[config.mk]
export PLATFORM = sky130hd
export DESIGN_NAME = fault_manager_flat
export DESIGN_NICKNAME = d
export VERILOG_FILES = /design/src/rtl/fault_mgr_pkg.sv /design/src/rtl/fault_link_if.sv /design/src/rtl/fault_manager.sv /design/src/flat_wrapper.sv
export VERILOG_INCLUDE_DIRS = /design/src /design/src/rtl
export SDC_FILE = /design/constraint.sdc
export NUM_CORES = 1
export LEC_CHECK = 0
export BUFFER_PORTS_ARGS = -buffer_cell sky130_fd_sc_hd__buf_4
export CAP_MARGIN = 20
export CORE_MARGIN = 2
export CORE_UTILIZATION = 45
export CTS_CLUSTER_DIAMETER = 200
export DETAILED_ROUTE_END_ITERATION = 6
export HOLD_SLACK_MARGIN = 0.08
export PLACE_DENSITY = 0.69
export SLEW_MARGIN = 20
export SYNTH_ARGS = -nofsm -noshare
export SYNTH_HDL_FRONTEND = slang
export SYNTH_SLANG_ARGS = --single-unit
[constraint.sdc]
create_clock -name clk_in -period 3.69 [get_ports clk_in]
set_input_delay 0.738 -clock clk_in [delete_from_list [all_inputs] [get_ports clk_in]]
set_output_delay 0.738 -clock clk_in [all_outputs]
set_load 0.02 [all_outputs]
[src/rtl/fault_mgr_cfg.svh]
// constants for the motor driver fault manager: flag positions, codes and timing
`ifndef FAULT_MGR_CFG_SVH
`define FAULT_MGR_CFG_SVH

// ==========================================================
// clock
`define CLK_MHZ            100

// ==========================================================
// global status flag positions
`define GSR_W              11
`define GSR_VS_OV          0
`define GSR_VS_UV          1
`define GSR_VREG_OV        2
`define GSR_VREG_UV        3
`define GSR_CP_FAIL        4
`define GSR_V5_WARN        5
`define GSR_V5_FAIL        6
`define GSR_TW             7
`define GSR_TSD            8
`define GSR_OC             9
`define GSR_OL             10

// ==========================================================
// motor status layout: eight switch overcurrent flags, then open load a/b
`define SW_N               8
`define MSR_W              10
`define MSR_OLA            8
`define MSR_OLB            9

// ==========================================================
// analog indication positions (synchronised inside the device)
`define IND_W              16
`define IND_VS_OV          0
`define IND_VS_OV_REC      1
`define IND_VS_UV          2
`define IND_VS_UV_REC      3
`define IND_VREG_OV        4
`define IND_VREG_OV_REC    5
`define IND_VREG_UV        6
`define IND_VREG_UV_REC    7
`define IND_VREG_POR       8
`define IND_VDD_POR        9
`define IND_CP_LOW         10
`define IND_V5_WARN        11
`define IND_V5_OV          12
`define IND_V5_LOW         13
`define IND_TW             14
`define IND_TSD            15

// ==========================================================
// timing: overcurrent filter (least time, rounded up)
`define OC_FILTER_NS       2000
`define OC_FILTER_CYC      ((`OC_FILTER_NS * `CLK_MHZ + 999) / 1000)
// open load delays per select code
`define OL_DLY0_NS         5000
`define OL_DLY1_NS         10000
`define OL_DLY2_NS         20000
`define OL_DLY3_NS         40000
`define NS2CYC(ns)         (((ns) * `CLK_MHZ) / 1000)
// dead times per slew rate code
`define DT0_NS             250
`define DT1_NS             500
`define DT2_NS             1000
`define DT3_NS             2000
// regulator start-up timeout
`define REG_TIMEOUT_US     1000
`define REG_TIMEOUT_CYC    (`REG_TIMEOUT_US * `CLK_MHZ)

// ==========================================================
// host register map (byte offsets) and fields
`define REG_GLOBAL_STATUS  8'h00
`define REG_MOTOR_STATUS   8'h04
`define REG_CLEAR          8'h08
`define REG_CONTROL        8'h0C
`define CTL_ME_BIT         0
`define CTL_REFUSED_BIT    1
`define CTL_SR_LSB         4
`define CTL_OPEN_LOAD_DELAY_SELECT_LSB      8
`define STAT_ME_BIT        16

`endif

[src/rtl/fault_mgr_pkg.sv]
// types shared by both ends of the fault manager link
`include "fault_mgr_cfg.svh"
package fault_mgr_pkg;
   typedef logic [`GSR_W-1:0] gsr_t;
   typedef logic [`MSR_W-1:0] msr_t;
   typedef logic [`IND_W-1:0] ind_t;
   typedef enum logic [1:0] {HB_OFF, HB_DEAD, HB_HS, HB_LS} hb_state_t;
endpackage : fault_mgr_pkg

[src/rtl/fault_link_if.sv]
// link between the fault manager and its controlling host
`timescale 1ns/1ps
`default_nettype none
interface fault_link_if;
   import fault_mgr_pkg::*;
   gsr_t        global_status_register;       // latched global flags
   msr_t        motor_status_register;       // switch overcurrent and open-load flags
   logic        me;        // motor output enable state
   gsr_t        clr;       // one-cycle clear requests per flag
   logic        me_set;    // one-cycle request to enable outputs
   logic        me_clr;    // one-cycle request to disable outputs
   logic [1:0]  sr;        // slew rate select
   logic [1:0]  open_load_delay_select;     // open load delay select

   modport dev  (output global_status_register, motor_status_register, me, input clr, me_set, me_clr, sr, open_load_delay_select);
   modport host (input global_status_register, motor_status_register, me, output clr, me_set, me_clr, sr, open_load_delay_select);
endinterface : fault_link_if
`default_nettype wire

[src/rtl/fault_manager.sv]
// device end: fault supervision, protective actions and dead-time generation
//
// Contract
// - supply overvoltage latches flag, stops pump, disables outputs
// - supply overvoltage clear only after recovery
// - supply undervoltage sets flag, disables outputs, pump
// - undervoltage clear only after supply recovered
// - regulator input overvoltage sets flag, stops regulator
// - regulator overvoltage clear only after recovery
// - regulator input undervoltage warning flag, clear after recovery
// - regulator input power-on-reset resets everything
// - charge pump low sets flag, stops pump, outputs
// - pump failure cleared by command, then enable
// - regulator output warning flag, cleared by command
// - regulator output overvoltage sets failure, disables regulator
// - output low or start-up timeout latches failure
// - regulator stays off until failure flag cleared
// - logic supply reset holds registers at default
// - thermal warning sets latched flag
// - thermal shutdown disables bridges, pump, regulator
// - re-enable after cool, flag clear, then enable
// - dead time chosen from slew rate select
// - filtered overcurrent sets switch flag, disables outputs
// - host clears overcurrent before re-enabling outputs
// - open load timed per pwm cycle, flags only
`timescale 1ns/1ps
`default_nettype none
module fault_manager
   import fault_mgr_pkg::*;
#(
   parameter int STARTUP_TIMEOUT_CYCLES = `REG_TIMEOUT_CYC
)(
   input  wire logic           clk_in,
   input  wire logic           rst_in,
   fault_link_if.dev           link,
   input  wire ind_t           analog_ind_in,
   input  wire logic [`SW_N-1:0] oc_ind_in,
   input  wire logic           pwm_start_in,
   input  wire logic [1:0]     cur_reached_in,
   input  wire logic [3:0]     hb_cmd_in,
   output logic [3:0]          hs_on_out,
   output logic [3:0]          ls_on_out,
   output logic                charge_pump_on_out,
   output logic                regulator_on_out,
   output logic                motor_output_enable_out
);

   // ==========================================================
   // synchronisers
   localparam int SYN_W = `IND_W + `SW_N;
   logic [SYN_W-1:0] meta_q;
   logic [SYN_W-1:0] sync_q;
   ind_t             ind;
   logic [`SW_N-1:0] oc_s;

   // two flops per comparator line; first stage feeds only the second
   always_ff @(posedge clk_in)
   begin
      if (rst_in)
      begin
         meta_q <= '0;
         sync_q <= '0;
      end
      else
      begin
         meta_q <= {oc_ind_in, analog_ind_in};
         sync_q <= meta_q;
      end
   end
   assign ind  = sync_q[`IND_W-1:0];
   assign oc_s = sync_q[SYN_W-1:`IND_W];

   // either power-on-reset indication holds the whole core in reset
   logic core_rst;
   assign core_rst = rst_in | ind[`IND_VREG_POR] | ind[`IND_VDD_POR];

   // ==========================================================
   // latched flags
   logic [8:0]       gsr_q;
   logic [`SW_N-1:0] oc_q;
   logic [1:0]       ol_q;
   logic [`SW_N-1:0] oc_set;
   logic [1:0]       ol_set;
   logic             reg_fail_set;
   logic [8:0]       flag_set;
   logic [8:0]       clr_ok;

   // hardware events for each latched flag
   always_comb
   begin
      flag_set                = '0;
      flag_set[`GSR_VS_OV]    = ind[`IND_VS_OV];
      flag_set[`GSR_VS_UV]    = ind[`IND_VS_UV];
      flag_set[`GSR_VREG_OV]  = ind[`IND_VREG_OV];
      flag_set[`GSR_VREG_UV]  = ind[`IND_VREG_UV];
      flag_set[`GSR_CP_FAIL]  = ind[`IND_CP_LOW];
      flag_set[`GSR_V5_WARN]  = ind[`IND_V5_WARN];
      flag_set[`GSR_V5_FAIL]  = reg_fail_set;
      flag_set[`GSR_TW]       = ind[`IND_TW];
      flag_set[`GSR_TSD]      = ind[`IND_TSD];
   end

   // clears honoured only in the recovered state; others clear on command
   always_comb
   begin
      clr_ok                  = link.clr[8:0];
      clr_ok[`GSR_VS_OV]      = link.clr[`GSR_VS_OV] & ind[`IND_VS_OV_REC];
      clr_ok[`GSR_VS_UV]      = link.clr[`GSR_VS_UV] & ind[`IND_VS_UV_REC];
      clr_ok[`GSR_VREG_OV]    = link.clr[`GSR_VREG_OV] & ind[`IND_VREG_OV_REC];
      clr_ok[`GSR_VREG_UV]    = link.clr[`GSR_VREG_UV] & ind[`IND_VREG_UV_REC];
      clr_ok[`GSR_TSD]        = link.clr[`GSR_TSD] & ~ind[`IND_TSD];
   end

   // set wins over a clear arriving in the same cycle
   always_ff @(posedge clk_in)
   begin
      if (core_rst)
         gsr_q <= '0;
      else
         gsr_q <= (gsr_q & ~clr_ok) | flag_set;
   end

   always_ff @(posedge clk_in)
   begin
      if (core_rst)
         oc_q <= '0;
      else
         oc_q <= (oc_q & ~{`SW_N{link.clr[`GSR_OC]}}) | oc_set;
   end

   // phase flags go away through the summary clear
   always_ff @(posedge clk_in)
   begin
      if (core_rst)
         ol_q <= '0;
      else
         ol_q <= (ol_q & ~{2{link.clr[`GSR_OL]}}) | ol_set;
   end

   assign link.global_status_register = {|ol_q, |oc_q, gsr_q};
   assign link.motor_status_register = {ol_q, oc_q};

   // ==========================================================
   // motor output enable
   logic me_q;
   logic me_block;
   logic me_kill;
   assign me_block = gsr_q[`GSR_VS_OV] | gsr_q[`GSR_VS_UV] | gsr_q[`GSR_CP_FAIL] | gsr_q[`GSR_TSD] | (|oc_q);
   assign me_kill  = flag_set[`GSR_VS_OV] | flag_set[`GSR_VS_UV] | flag_set[`GSR_CP_FAIL]
                   | flag_set[`GSR_TSD] | (|oc_set);

   // a set request is ignored while any blocking flag is still latched
   always_ff @(posedge clk_in)
   begin
      if (core_rst)
         me_q <= 1'b0;
      else if (me_kill || link.me_clr)
         me_q <= 1'b0;
      else if (link.me_set && !me_block)
         me_q <= 1'b1;
   end
   assign link.me                 = me_q;
   assign motor_output_enable_out = me_q;

   // pump and regulator follow the latched flags
   assign charge_pump_on_out = ~(gsr_q[`GSR_VS_OV] | gsr_q[`GSR_VS_UV]
                               | gsr_q[`GSR_CP_FAIL] | gsr_q[`GSR_TSD]);
   assign regulator_on_out   = ~(gsr_q[`GSR_VREG_OV] | gsr_q[`GSR_V5_FAIL] | gsr_q[`GSR_TSD]);

   // ==========================================================
   // regulator start-up supervision
   logic        started_q;
   logic [19:0] start_cnt_q;
   logic        timed_out;
   assign timed_out    = (start_cnt_q == 20'(STARTUP_TIMEOUT_CYCLES));
   assign reg_fail_set = regulator_on_out & (ind[`IND_V5_OV]
                       | (started_q & ind[`IND_V5_LOW]) | (~started_q & timed_out));

   // timer restarts every time the regulator is switched back on
   always_ff @(posedge clk_in)
   begin
      if (core_rst || !regulator_on_out)
      begin
         started_q   <= 1'b0;
         start_cnt_q <= '0;
      end
      else if (!ind[`IND_V5_LOW])
         started_q <= 1'b1;
      else if (!started_q && !timed_out)
         start_cnt_q <= start_cnt_q + 20'h00001;
   end

   // ==========================================================
   // overcurrent filters, one per switch
   localparam logic [11:0] OC_CYC = 12'(`OC_FILTER_CYC);
   genvar gi;
   generate
      for (gi = 0; gi < `SW_N; gi++)
      begin : g_oc
         logic [11:0] cnt_q;
         // longer than the filter time means the count reaches the limit and holds there
         always_ff @(posedge clk_in)
         begin
            if (core_rst || !oc_s[gi])
               cnt_q <= '0;
            else if (cnt_q != OC_CYC)
               cnt_q <= cnt_q + 12'h001;
         end
         assign oc_set[gi] = oc_s[gi] & (cnt_q == OC_CYC);
      end
   endgenerate

   // ==========================================================
   // open load timing per phase
   function automatic logic [11:0] ol_cycles(input logic [1:0] sel);
      case (sel)
         2'h0:    ol_cycles = 12'(`NS2CYC(`OL_DLY0_NS));
         2'h1:    ol_cycles = 12'(`NS2CYC(`OL_DLY1_NS));
         2'h2:    ol_cycles = 12'(`NS2CYC(`OL_DLY2_NS));
         default: ol_cycles = 12'(`NS2CYC(`OL_DLY3_NS));
      endcase
   endfunction : ol_cycles

   generate
      for (gi = 0; gi < 2; gi++)
      begin : g_ol
         logic [11:0] cnt_q;
         logic        run_q;
         // each pwm cycle start rearms; reaching the reference stops it
         always_ff @(posedge clk_in)
         begin
            if (core_rst)
            begin
               run_q <= 1'b0;
               cnt_q <= '0;
            end
            else if (pwm_start_in)
            begin
               run_q <= 1'b1;
               cnt_q <= '0;
            end
            else if (run_q && (cur_reached_in[gi] || ol_set[gi]))
               run_q <= 1'b0;
            else if (run_q)
               cnt_q <= cnt_q + 12'h001;
         end
         // drivers untouched: flag only
         assign ol_set[gi] = run_q & ~cur_reached_in[gi] & (cnt_q == ol_cycles(link.open_load_delay_select));
      end
   endgenerate

   // ==========================================================
   // dead-time generator, one per half bridge
   function automatic logic [7:0] dead_cycles(input logic [1:0] sr);
      case (sr)
         2'h0:    dead_cycles = 8'(`NS2CYC(`DT0_NS));
         2'h1:    dead_cycles = 8'(`NS2CYC(`DT1_NS));
         2'h2:    dead_cycles = 8'(`NS2CYC(`DT2_NS));
         default: dead_cycles = 8'(`NS2CYC(`DT3_NS));
      endcase
   endfunction : dead_cycles

   logic drive_ok;
   assign drive_ok = me_q & ~gsr_q[`GSR_TSD];

   generate
      for (gi = 0; gi < 4; gi++)
      begin : g_hb
         hb_state_t st_q;
         hb_state_t want;
         logic [7:0] dt_q;
         assign want = !drive_ok ? HB_OFF : (hb_cmd_in[gi] ? HB_HS : HB_LS);
         // switching between sides always passes through a dead interval
         always_ff @(posedge clk_in)
         begin
            if (core_rst)
            begin
               st_q <= HB_OFF;
               dt_q <= '0;
            end
            else
            begin
               case (st_q)
                  HB_OFF:
                     st_q <= want;
                  HB_HS, HB_LS:
                     if (want != st_q)
                     begin
                        st_q <= HB_DEAD;
                        dt_q <= dead_cycles(link.sr);
                     end
                  HB_DEAD:
                     if (want == HB_OFF)
                        st_q <= HB_OFF;
                     else if (dt_q <= 8'h01)
                        st_q <= want;
                     else
                        dt_q <= dt_q - 8'h01;
                  default:
                     st_q <= HB_OFF;
               endcase
            end
         end
         assign hs_on_out[gi] = (st_q == HB_HS);
         assign ls_on_out[gi] = (st_q == HB_LS);
      end
   endgenerate

endmodule : fault_manager
`default_nettype wire

[src/flat_wrapper.sv]
// flat-port wrapper written by rule: the top's interface ports become plain ports
module fault_manager_flat import fault_mgr_pkg::*;
#(
   parameter int STARTUP_TIMEOUT_CYCLES = `REG_TIMEOUT_CYC
)
  (clk_in, rst_in, analog_ind_in, oc_ind_in, pwm_start_in, cur_reached_in, hb_cmd_in, hs_on_out, ls_on_out, charge_pump_on_out, regulator_on_out, motor_output_enable_out, link_global_status_register, link_motor_status_register, link_me, link_clr, link_me_set, link_me_clr, link_sr, link_open_load_delay_select);
  fault_link_if link_i ();
  input  wire logic clk_in;
  input  wire logic rst_in;
  input  wire ind_t analog_ind_in;
  input  wire logic [`SW_N-1:0] oc_ind_in;
  input  wire logic pwm_start_in;
  input  wire logic [1:0] cur_reached_in;
  input  wire logic [3:0] hb_cmd_in;
  output logic [3:0] hs_on_out;
  output logic [3:0] ls_on_out;
  output logic charge_pump_on_out;
  output logic regulator_on_out;
  output logic motor_output_enable_out;
  output wire logic [$bits(link_i.global_status_register)-1:0] link_global_status_register;
  output wire logic [$bits(link_i.motor_status_register)-1:0] link_motor_status_register;
  output wire logic [$bits(link_i.me)-1:0] link_me;
  input wire logic [$bits(link_i.clr)-1:0] link_clr;
  input wire logic [$bits(link_i.me_set)-1:0] link_me_set;
  input wire logic [$bits(link_i.me_clr)-1:0] link_me_clr;
  input wire logic [$bits(link_i.sr)-1:0] link_sr;
  input wire logic [$bits(link_i.open_load_delay_select)-1:0] link_open_load_delay_select;
  assign link_global_status_register = link_i.global_status_register;
  assign link_motor_status_register = link_i.motor_status_register;
  assign link_me = link_i.me;
  assign link_i.clr = link_clr;
  assign link_i.me_set = link_me_set;
  assign link_i.me_clr = link_me_clr;
  assign link_i.sr = link_sr;
  assign link_i.open_load_delay_select = link_open_load_delay_select;
  fault_manager #(.STARTUP_TIMEOUT_CYCLES(STARTUP_TIMEOUT_CYCLES)) u_core (.clk_in(clk_in), .rst_in(rst_in), .link(link_i), .analog_ind_in(analog_ind_in), .oc_ind_in(oc_ind_in), .pwm_start_in(pwm_start_in), .cur_reached_in(cur_reached_in), .hb_cmd_in(hb_cmd_in), .hs_on_out(hs_on_out), .ls_on_out(ls_on_out), .charge_pump_on_out(charge_pump_on_out), .regulator_on_out(regulator_on_out), .motor_output_enable_out(motor_output_enable_out));
endmodule
== Word level (Yosys, flattened, before mapping) ==
Index checks and enable logic that the tools add are counted.
Word-level totals
  bits in read-only memories: 0
  register bits: 251
  input bits: 50
  word-level logic and storage cells: 264
  output and inout bits: 33
  bits in latches: 0
  bits in writable memories: 0
  memories kept: 0
Cells by class
  bitwise logic cells: 53
  reductions and logical operators: 63
  multiply operators: 0
  equality and inequality tests: 55
  order comparisons: 4
  add/sub/neg operators: 15
  shift operators: 0
  div/mod/pow operators: 0
  muxes and demuxes: 46
Operators with widths (count)
  $add A12 B1 Y12 const B: 10
  $eq A12 B8 Y1 const B: 8
  $mux W8: 12
  $ne A12 B8 Y1 const B: 8
  $pmux W8 S2: 4
  $pmux W12 S3: 1
  $le A8 B1 Y1 const B: 4
  $mux W2: 16
  $sub A8 B1 Y8 const B: 4
  $eq A12 B12 Y1: 2
  $pmux W2 S3: 4
  $pmux W8 S3: 1
  $and A1 B1 Y1: 21
  $add A20 B1 Y20 const B: 1
  $eq A2 B2 Y1 const B: 10
  $eq A20 B17 Y1 const B: 1
  $logic_not A2 Y1: 10
  $ne A2 B2 Y1 const B: 8
  $reduce_and A4 Y1: 4
  $reduce_or A8 Y1: 2
  $or A1 B1 Y1: 14
  $reduce_and A2 Y1: 7
  $reduce_or A2 Y1: 7
  $eq A2 B1 Y1 const B: 6
  18 further kinds: 71

== Logic depth before layout (Yosys ltp) ==
Gate-level depths: netlist of run 1.
  depth after elaboration: 8
  mapped depth: 9
  mapped depth without buffers: 8

== Worst setup path after synthesis of run 1 ==
OpenSTA, ideal clock, no wires.
  path type: input -> register
  start: input link_open_load_delay_select[0]
  end: register u_core.g_ol[0].cnt_q[9]
  data arrival time: 2255 ps
  stages on the path: 7
  setup slack: 1363 ps
  path through: buf_2 -> nor2b_1 -> a221o_1 -> a31oi_1 -> nor3_1 -> or4_1 -> a21oi_1
On the way
  longest elaborated chain between the ends: 8
  elaborated cells on any way between the ends: 10
  classes of those cells: 3 x eq/ne; 1 x mux; 2 x bitwise; 4 x reduce/logical
RTL lines
  start: declaration: RTL line flat_wrapper.sv:27  | input wire logic [$bits(link_i.open_load_delay_select)-1:0] link_open_load_delay_select;
  $eq A2 B2 Y1, or another cell as far along: RTL line fault_manager.sv:216  | case (sel)
  $pmux W12 S3 (*): RTL line fault_manager.sv:216
  $eq A12 B12 Y1 (*): RTL line fault_manager.sv:248  | assign ol_set[gi] = run_q & ~cur_reached_in[gi] & (cnt_q == ol_cycles(link.open_load_delay_select));
  $and A1 B1 Y1 (*): RTL line fault_manager.sv:248
  $logic_or A1 B1 Y1 (*): RTL line fault_manager.sv:242  | else if (run_q && (cur_reached_in[gi] || ol_set[gi]))
  $logic_and A1 B1 Y1 (*): RTL line fault_manager.sv:242
  $not A1 Y1 (no source line) (*)
  $reduce_and A2 Y1 (no source line) (*)
  end signal: assignment: RTL line fault_manager.sv:245  | cnt_q <= cnt_q + 12'h001;
  end: declaration: RTL line fault_manager.sv:227  | logic [11:0] cnt_q;
Mark *: on every way between the ends. The rest lies on a longest branch, timed or not.
A chain may end at the register's enable or synchronous reset.

== Final worst setup path of run 1 ==
  start: register u_core.gsr_q[8]
  end: output charge_pump_on_out
On the way
  longest elaborated chain between the ends: 2
RTL lines
  start: declaration: RTL line fault_manager.sv:79  | logic [8:0] gsr_q;
  start signal: assignment: RTL line fault_manager.sv:120  | gsr_q <= (gsr_q & ~clr_ok) | flag_set;
  $or A1 B1 Y1: RTL line fault_manager.sv:166  | assign charge_pump_on_out = ~(gsr_q[`GSR_VS_OV] | gsr_q[`GSR_VS_UV]
  $not A1 Y1: RTL line fault_manager.sv:166
  end: declaration: RTL line flat_wrapper.sv:17  | output logic charge_pump_on_out;
No other way between the ends.

==> key figures, run 1 <==
Run status
  • Status: completed

Hold path
  • Hold Path Class: in -> reg
  • Hold Path Cell Cnt: 2
  • Min-Delay Startpoint: analog_ind_in[14]
  • WHS Endpoint: u_core.meta_q[14]

Setup path
  • Crit-path max cell delay: 780 ps
  • WP data arrival: 1970 ps
  • Startpoint Class: flop
  • Worst reg-to-reg setup slack: 1370 ps
  • Crit end category: primary output
  • Crit-path leading delay family: simple AND/OR/NAND/NOR gates
  • Buf+Inv Stages, Crit Path: 1
  • Setup CP Type: reg -> out
  • Worst reg-to-reg path cell count: 7
  • Crit path max fanout: 6
  • Slowest stage cell, crit path: nor4_1
  • Reg2Reg Launch Point: u_core.g_hb[2].dt_q[0]
  • Critical path required time: 2950 ps
  • R2r endpoint: u_core.g_hb[2].dt_q[0]
  • Crit path cell chain: nor4_1 > buf_4

Global route
  • Met2 usage: 29.8%
  • First-pass GRT wire length: 40500 um
  • Remaining global-route overflow: 0
  • Initial antenna violation count: 0
  • Largest net degree at the start of global routing: 51
  • Met3 usage: 2.84%
  • GR peak layer: met2
  • GR Util met1: 24.6%
  • Total global routing track utilization: 18.1%
  • Vias in the first global route: 8727

Floorplanning
  • Die Ht: 163 um
  • Initial core utilization: 45.6%
  • I/O pin count: 83
  • Die ar.: 0.0267 mm2
  • Die W: 163 um
  • Rows: 58
  • Core ar.: 0.0250 mm2

Power
  • Peak supply drop: 0.476 mV
  • Combinational share of power: 4.6%
  • Sw frac: 22.2%
  • Seq pwr share: 49.4%
  • Leak pwr: 4.69 nW
  • Clock power frac: 46.0%
  • Sw Pwr: 1.24 mW
  • Internal: 4.36 mW
  • Power Dens Cells: 425 mW/mm2

Synthesis
  • Asr flop ratio synth: 0%
  • Most common flop cell mapped by yosys: dfxtp_1
  • Syn avg cell area: 8.33 um2
  • Post-synth cell types: 59
  • Mapped Area: 0.0114 mm2
  • Number of synthesized flops with an enable pin: 0
  • Mapped Cells: 1372
  • #FFs+latches synth: 251
  • YS warnings: 0
  • Net Count, Synth: 1457
  • Seq/Total Area, Yosys: 44.0%

Place
  • DP Wirelength: 17100 um
  • Port bufs: 82
  • Placed cell count: 1748
  • GPL Wtd Cong: 0.835

Clock network
  • Root Driver: clkbuf_16
  • Post-CTS Resized: 0
  • Hold_buf cts: 0
  • Max Buffers Root-to-Sink: 3
  • H-tree depth: 1
  • CTS clk-pin slew, worst paths: 60 ps
  • # Post-CTS Setup Buffers: 0
  • Clock Latency Late Sink: 540 ps
  • CTS tree: built
  • Clk sink count: 251
  • CTS buffer count: 26

Detailed routing
  • # DRC: 0
  • ANT nets after route: 0
  • Drt via density: 5.25
  • DR WL/cell: 13.5 um
  • Via count: 9428
  • Initial DRC count: 565
  • DR pass1 iterations: 5
  • DRT Wirelength: 24300 um

Timing
  • Hold Slack: 407 ps
  • Fmax: 370 MHz
  • Final Cycle Share: 73.3%
  • Final hold vios: 0
  • Max-slew violation count: 0
  • Worst-Margin Slew: 991 ps
  • Crit path time final: 2710 ps
  • Fin Clk Skew: 15.9 ps
  • Final setup violation count: 0
  • Setup TNS Final: 0 ps
  • Unrepaired setup endpoints after global routing: false
  • Max-slew headroom: 33.7%

Cells and area
  • N_diodes: 0
  • Share of post-route cells with drive strength above 1: 11.3%
  • Most frequent cells in the layout: 251 x dfxtp_1, 198 x nor2_1, 137 x nand2_1, 88 x buf_4, 80 x a21oi_1
  • Finished Layout Cells: 1796
  • Layout area overhead: 15.4%
  • NumNets Final: 1531
  • Commonest non-fill, non-tap cell in the layout: dfxtp_1

Flow run
  • Max_cap viols: 0
power by group through the flow:
stage / registers, mW / logic, mW / clock network (mW)
2_1_floorplan: 2.83 / 0.150 / 0
3_3_place_gp: 2.83 / 0.255 / 0
3_5_place_dp: 2.83 / 0.259 / 0
4_1_cts: 2.77 / 0.261 / 2.65
5_1_grt: 2.77 / 0.286 / 2.77
6_report: 2.77 / 0.258 / 2.58
worst reg2reg max path, stage by stage, from the launching register on:
cell      delay, ps
dfxtp_1         350
inv_1            90
ha_1            250
nor2_1          130
o31ai_1          90
o211ai_1        800
o21ai_0         210
a221oi_1        310
cell usage after synthesis, types with 5 or more instances:
library cell / number / area (um2)
dfxtp_1: 251 / 5020
nor2b_1: 67 / 419
nand3_1: 49 / 245
nor3_1: 41 / 205
clkbuf_1: 35 / 131
or4_1: 9 / 67.6
nand2_1: 137 / 514
nand2b_1: 21 / 131
a211oi_1: 7 / 52.6
nand4_1: 26 / 163
nor2_1: 198 / 743
nor4_1: 12 / 75.1
ha_1: 35 / 438
mux2i_1: 14 / 140
a31oi_1: 5 / 31.3
nor3b_1: 5 / 37.5
o21ai_0: 76 / 380
inv_1: 59 / 221
or3_1: 29 / 181
and3_1: 13 / 81.3
xor2_1: 69 / 604
xnor2_1: 29 / 254
or2_2: 20 / 125
and2_1: 7 / 43.8
a22oi_1: 12 / 90.1
a21oi_1: 80 / 400
metrics by stage:
step                util, %  total power, mW  setup slack (ps)  area [um2]
finish                 52.6             5.60               984       13200
global route           52.6             5.83               998       13200
CTS                    52.6             5.68              1040       13200
detailed placement     49.3             3.09               988       12300
global placement       49.3             3.08              1100       12300
floorplan                 -             2.98              1360       11400
sequential cells by signal (all words and copies together) (netlist names):
register            flops
u_core.start_cnt_q     20
u_core.g_ol.run_q       2
u_core.ol_q             2
u_core.g_oc.cnt_q      96
u_core.oc_q             8
u_core.sync_q          24
u_core.g_ol.cnt_q      24
u_core.gsr_q            9
u_core.started_q        1
u_core.meta_q          24
u_core.g_hb.dt_q       32
u_core.g_hb.st_q        8
u_core.link.me          1
routing by layer:
metal / routed length, um / vias up
li1: - / 4817
met1: 11500 / 4379
met2: 11100 / 192
met3: 1180 / 40
met4: 579 / 0
met5: 0 / -
final cells by class:
type	count	area (um2)
repair buffers	88	661
clock inverters	11	123
clock buffers	37	722
flip-flops and latches	251	5020
fillers	2379	11900
well taps	330	413
multi-input cells	1020	6020
inverters	59	221
how the worst max path moves through the flow:
| stage | slack (ps) | from | to | depth (start not counted) |
|---|---|---|---|---|
| finish | 980 | u_core.gsr_q[8] | charge_pump_on_out | 2 |
| floorplan | 1360 | link_open_load_delay_select[0] | u_core.g_ol[0].cnt_q[9] | 7 |
| global placement | 1100 | link_open_load_delay_select[1] | u_core.g_ol[0].run_q | 7 |
| detailed placement | 990 | link_open_load_delay_select[1] | u_core.g_ol[0].run_q | 7 |
| CTS | 1040 | u_core.gsr_q[8] | charge_pump_on_out | 2 |
| global route | 1000 | u_core.gsr_q[8] | charge_pump_on_out | 2 |
kinds of logic (layout without fill, tap and decap cells):
logic type                 after synthesis  in the layout  share of synthesized area (%)
and+or+nand+nor                        656            656                           28.9
DFF                                    251            251                           44.0
AOI/OAI and AO/OA                      216            216                           11.0
buffers and inverters                  101            195                           3.40
xor gates and xnor gates                98             98                           7.51
adders and majority gates               35             35                           3.83
muxes                                   15             15                           1.33
Power figures use the tool's default switching activity.
==> run 2, diff against run 1 <==
--- a/config.mk
+++ b/config.mk
@@ -13,7 +13,7 @@
 export CTS_CLUSTER_DIAMETER = 200
 export DETAILED_ROUTE_END_ITERATION = 6
 export HOLD_SLACK_MARGIN = 0.08
-export PLACE_DENSITY = 0.69
+export PLACE_DENSITY = 0.72
 export SLEW_MARGIN = 20
 export SYNTH_ARGS = -nofsm -noshare
 export SYNTH_HDL_FRONTEND = slang
==> constraint.sdc (replaced) <==
create_clock -name clk_in -period 2.3 [get_ports clk_in]
set_input_delay 0.46 -clock clk_in [delete_from_list [all_inputs] [get_ports clk_in]]
set_output_delay 0.46 -clock clk_in [all_outputs]
set_load 0.02 [all_outputs]
==> run 2 against run 1 <==
Flip-flop and latch count unchanged. Global-route usage increased by 0.23 points. Clock skew decreased by 2.0 ps. Count of clock-buffer cells in the layout decreased by 3. Setup slack got worse by 840 ps. Utilization increased by 1.2 points. Via count increased by 0.94%. Power increased by 66%. Routed wire length increased by 2.2%. Combinational power increased by 71%. Worst hold slack got worse by 280 ps. Die area unchanged. Critical endpoint is now u_core.g_oc[3].cnt_q[1].
==> key figures, run 2 (synthesized netlist as in run 1, its figures left out) <==
Run status
  • Status: completed

Setup path
  • Startpoint Class: flop
  • WP data arrival: 2580 ps (+610 ps)
  • Slowest stage cell, crit path: or4_1
  • Crit end category: flop
  • Critical path required time: 2720 ps (-230 ps)
  • Crit path cell chain: or4_1 > or4_4 > nor4b_4 > buf_4 > mux2i_1 > nor2_1
  • Setup CP Type: reg -> reg
  • Crit-path max cell delay: 530 ps (-250 ps)
  • Crit path max fanout: 5 (-1)

Clock network
  • CTS clk-pin slew, worst paths: 60 ps (about the same)
  • CTS tree: built
  • Max Buffers Root-to-Sink: 3 (unchanged)
  • Root Driver: clkbuf_16
  • Hold_buf cts: 0 (unchanged)
  • CTS buffer count: 27 (+3.8%)
  • Clk sink count: 251 (unchanged)
  • Clock Latency Late Sink: 540 ps (about the same)
  • H-tree depth: 1 (unchanged)

Cells and area
  • N_diodes: 0 (unchanged)
  • Util after Layout: 53.8% (+1.2 points)
  • Most frequent cells in the layout: 251 x dfxtp_1, 198 x nor2_1, 137 x nand2_1, 109 x buf_4, 80 x a21oi_1
  • Biggest regs: u_core.g_oc.cnt_q: 96 flops, u_core.g_hb.dt_q: 32 flops
  • Fin area: 0.0135 mm2 (+2.2%)
  • Filler instances: 2306 (-3.1%)
  • Finished Layout Cells: 1818 (+1.2%)
  • Biggest register: u_core.g_oc.cnt_q
  • NumNets Final: 1555 (+1.6%)
  • Layout area overhead: 17.9%
  • Commonest non-fill, non-tap cell in the layout: dfxtp_1
  • Max reg flops: 96 (unchanged)
  • Share of post-route cells with drive strength above 1: 13.1% (+1.8 points)

Detailed routing
  • # DRC: 0 (unchanged)
  • Drt via density: 5.23 (-0.28%)
  • ANT nets after route: 0 (unchanged)
  • Via count: 9517 (+0.94%)
  • DR pass1 iterations: 5 (unchanged)
  • DR WL/cell: 13.6 um (+0.93%)
  • DRT Wirelength: 24800 um (+2.2%)
  • Initial DRC count: 594 (+5.1%)

Timing
  • Final hold vios: 0 (unchanged)
  • Unrepaired setup endpoints after global routing: false
  • Worst-Margin Slew: 691 ps (-299 ps)
  • Max-slew violation count: 0 (unchanged)
  • Crit path time final: 2160 ps
  • Fin Clk Skew: 13.9 ps (-2.00 ps)
  • Final setup violation count: 0 (unchanged)
  • Setup TNS Final: 0 ps (unchanged)
  • Final Cycle Share: 93.8%
  • Fmax: 464 MHz
  • Final worst-path setup slack: 143 ps (-841 ps)
  • Hold Slack: 129 ps (-278 ps)
  • Max-slew headroom: 53.5% (+20 points)

Global route
  • Vias in the first global route: 8840 (+1.3%)
  • Initial antenna violation count: 0 (unchanged)
  • Met3 usage: 2.67% (-0.18 points)
  • First-pass GRT wire length: 41100 um (+1.5%)
  • Total global routing track utilization: 18.4% (+0.23 points)
  • GR peak layer: met2
  • GR Util met1: 24.0% (-0.54 points)
  • Largest net degree at the start of global routing: 53 (+3.9%)
  • Met2 usage: 31.5% (+1.6 points)
  • Remaining global-route overflow: 0 (unchanged)

Floorplanning
  • Die Ht: 163 um (unchanged)
  • I/O pin count: 83 (unchanged)
  • Core ar.: 0.0250 mm2 (unchanged)
  • Die ar.: 0.0267 mm2 (unchanged)
  • Die W: 163 um (unchanged)
  • Rows: 58 (unchanged)
  • Initial core utilization: 45.6% (unchanged)

Place
  • Post-DP Area: 0.0125 mm2 (+1.5%)
  • Port bufs: 82 (unchanged)
  • GPL Wtd Cong: 0.840 (+0.66%)
  • Placed cell count: 1770 (+1.3%)
  • DP Wirelength: 17300 um (+1.7%)
  • Setup WS pre-CTS: 74.3 ps (-914 ps)

Hold path
  • Hold Path Class: in -> reg

Power
  • Power Dens Cells: 689 mW/mm2 (+62%)
  • Leak pwr: 4.92 nW (+4.9%)
  • Peak supply drop: 0.715 mV (+50%)
  • Tot Pwr: 9.28 mW (+66%)

Flow run
  • Max_cap viols: 0 (unchanged)
run 2: cell types whose count changed in the layout (fill, tap and decap cells not counted), sizes merged:
cell | previous run | this run
bufinv | 2 | 3
clkinv | 8 | 7
buf | 88 | 111
clkinvlp | 1 | 2
clkbuf | 37 | 34
inv | 59 | 60
run 2: worst max-delay path, delay by kind of cell (launching register included):
family	cells	cell delay, ps
multiplexers	1	180
AND/OR/NAND/NOR	4	1340
flip-flops	1	350
buffers and inverters	1	180
run 2: final cells by class:
cell class | instances | area, um2 | area share (%)
clock buffer | 34 | 752 | 5.58
clock inverter | 13 | 156 | 1.16
inverter | 59 | 221 | 1.64
multi-input combinational | 1020 | 6050 | 44.9
sequential | 251 | 5020 | 37.3
tap | 330 | 413 | 3.06
timing repair buffer | 111 | 858 | 6.37
run 2: repair_timing:
| item | CTS | global route |
|---|---|---|
| gates resized for setup | 0 | 4 |
| endpoints found under the setup margin | 0 | 9 |
| endpoints found under the hold margin | 0 | 0 |
| buffers inserted | 0 | 1 |
run 2: metal layers:
layer  vias to the layer above  wire length, um
met5                         -                0
met4                         0              611
met3                        47             1030
met2                       160            11600
met1                      4443            11600
li1                       4867                -
run 2: report_power, final:
part           internal, mW  total [mW]  switching [mW]  leakage [nW]
registers              4.41        4.44          0.0361          2.03
clock network          2.64        4.40            1.75         0.446
logic                 0.190       0.440           0.250          2.44
total                  7.24        9.28            2.04          4.92
run 2: final timing paths:
check	cells after the start	end	slack, ps	from
setup / recovery	6	u_core.g_oc[3].cnt_q[1]	140	u_core.g_oc[3].cnt_q[9]
hold / removal	2	u_core.meta_q[8]	130	analog_ind_in[8]
setup reg to reg	6	u_core.g_oc[3].cnt_q[1]	140	u_core.g_oc[3].cnt_q[9]
hold reg to reg	1	u_core.sync_q[12]	430	u_core.meta_q[12]
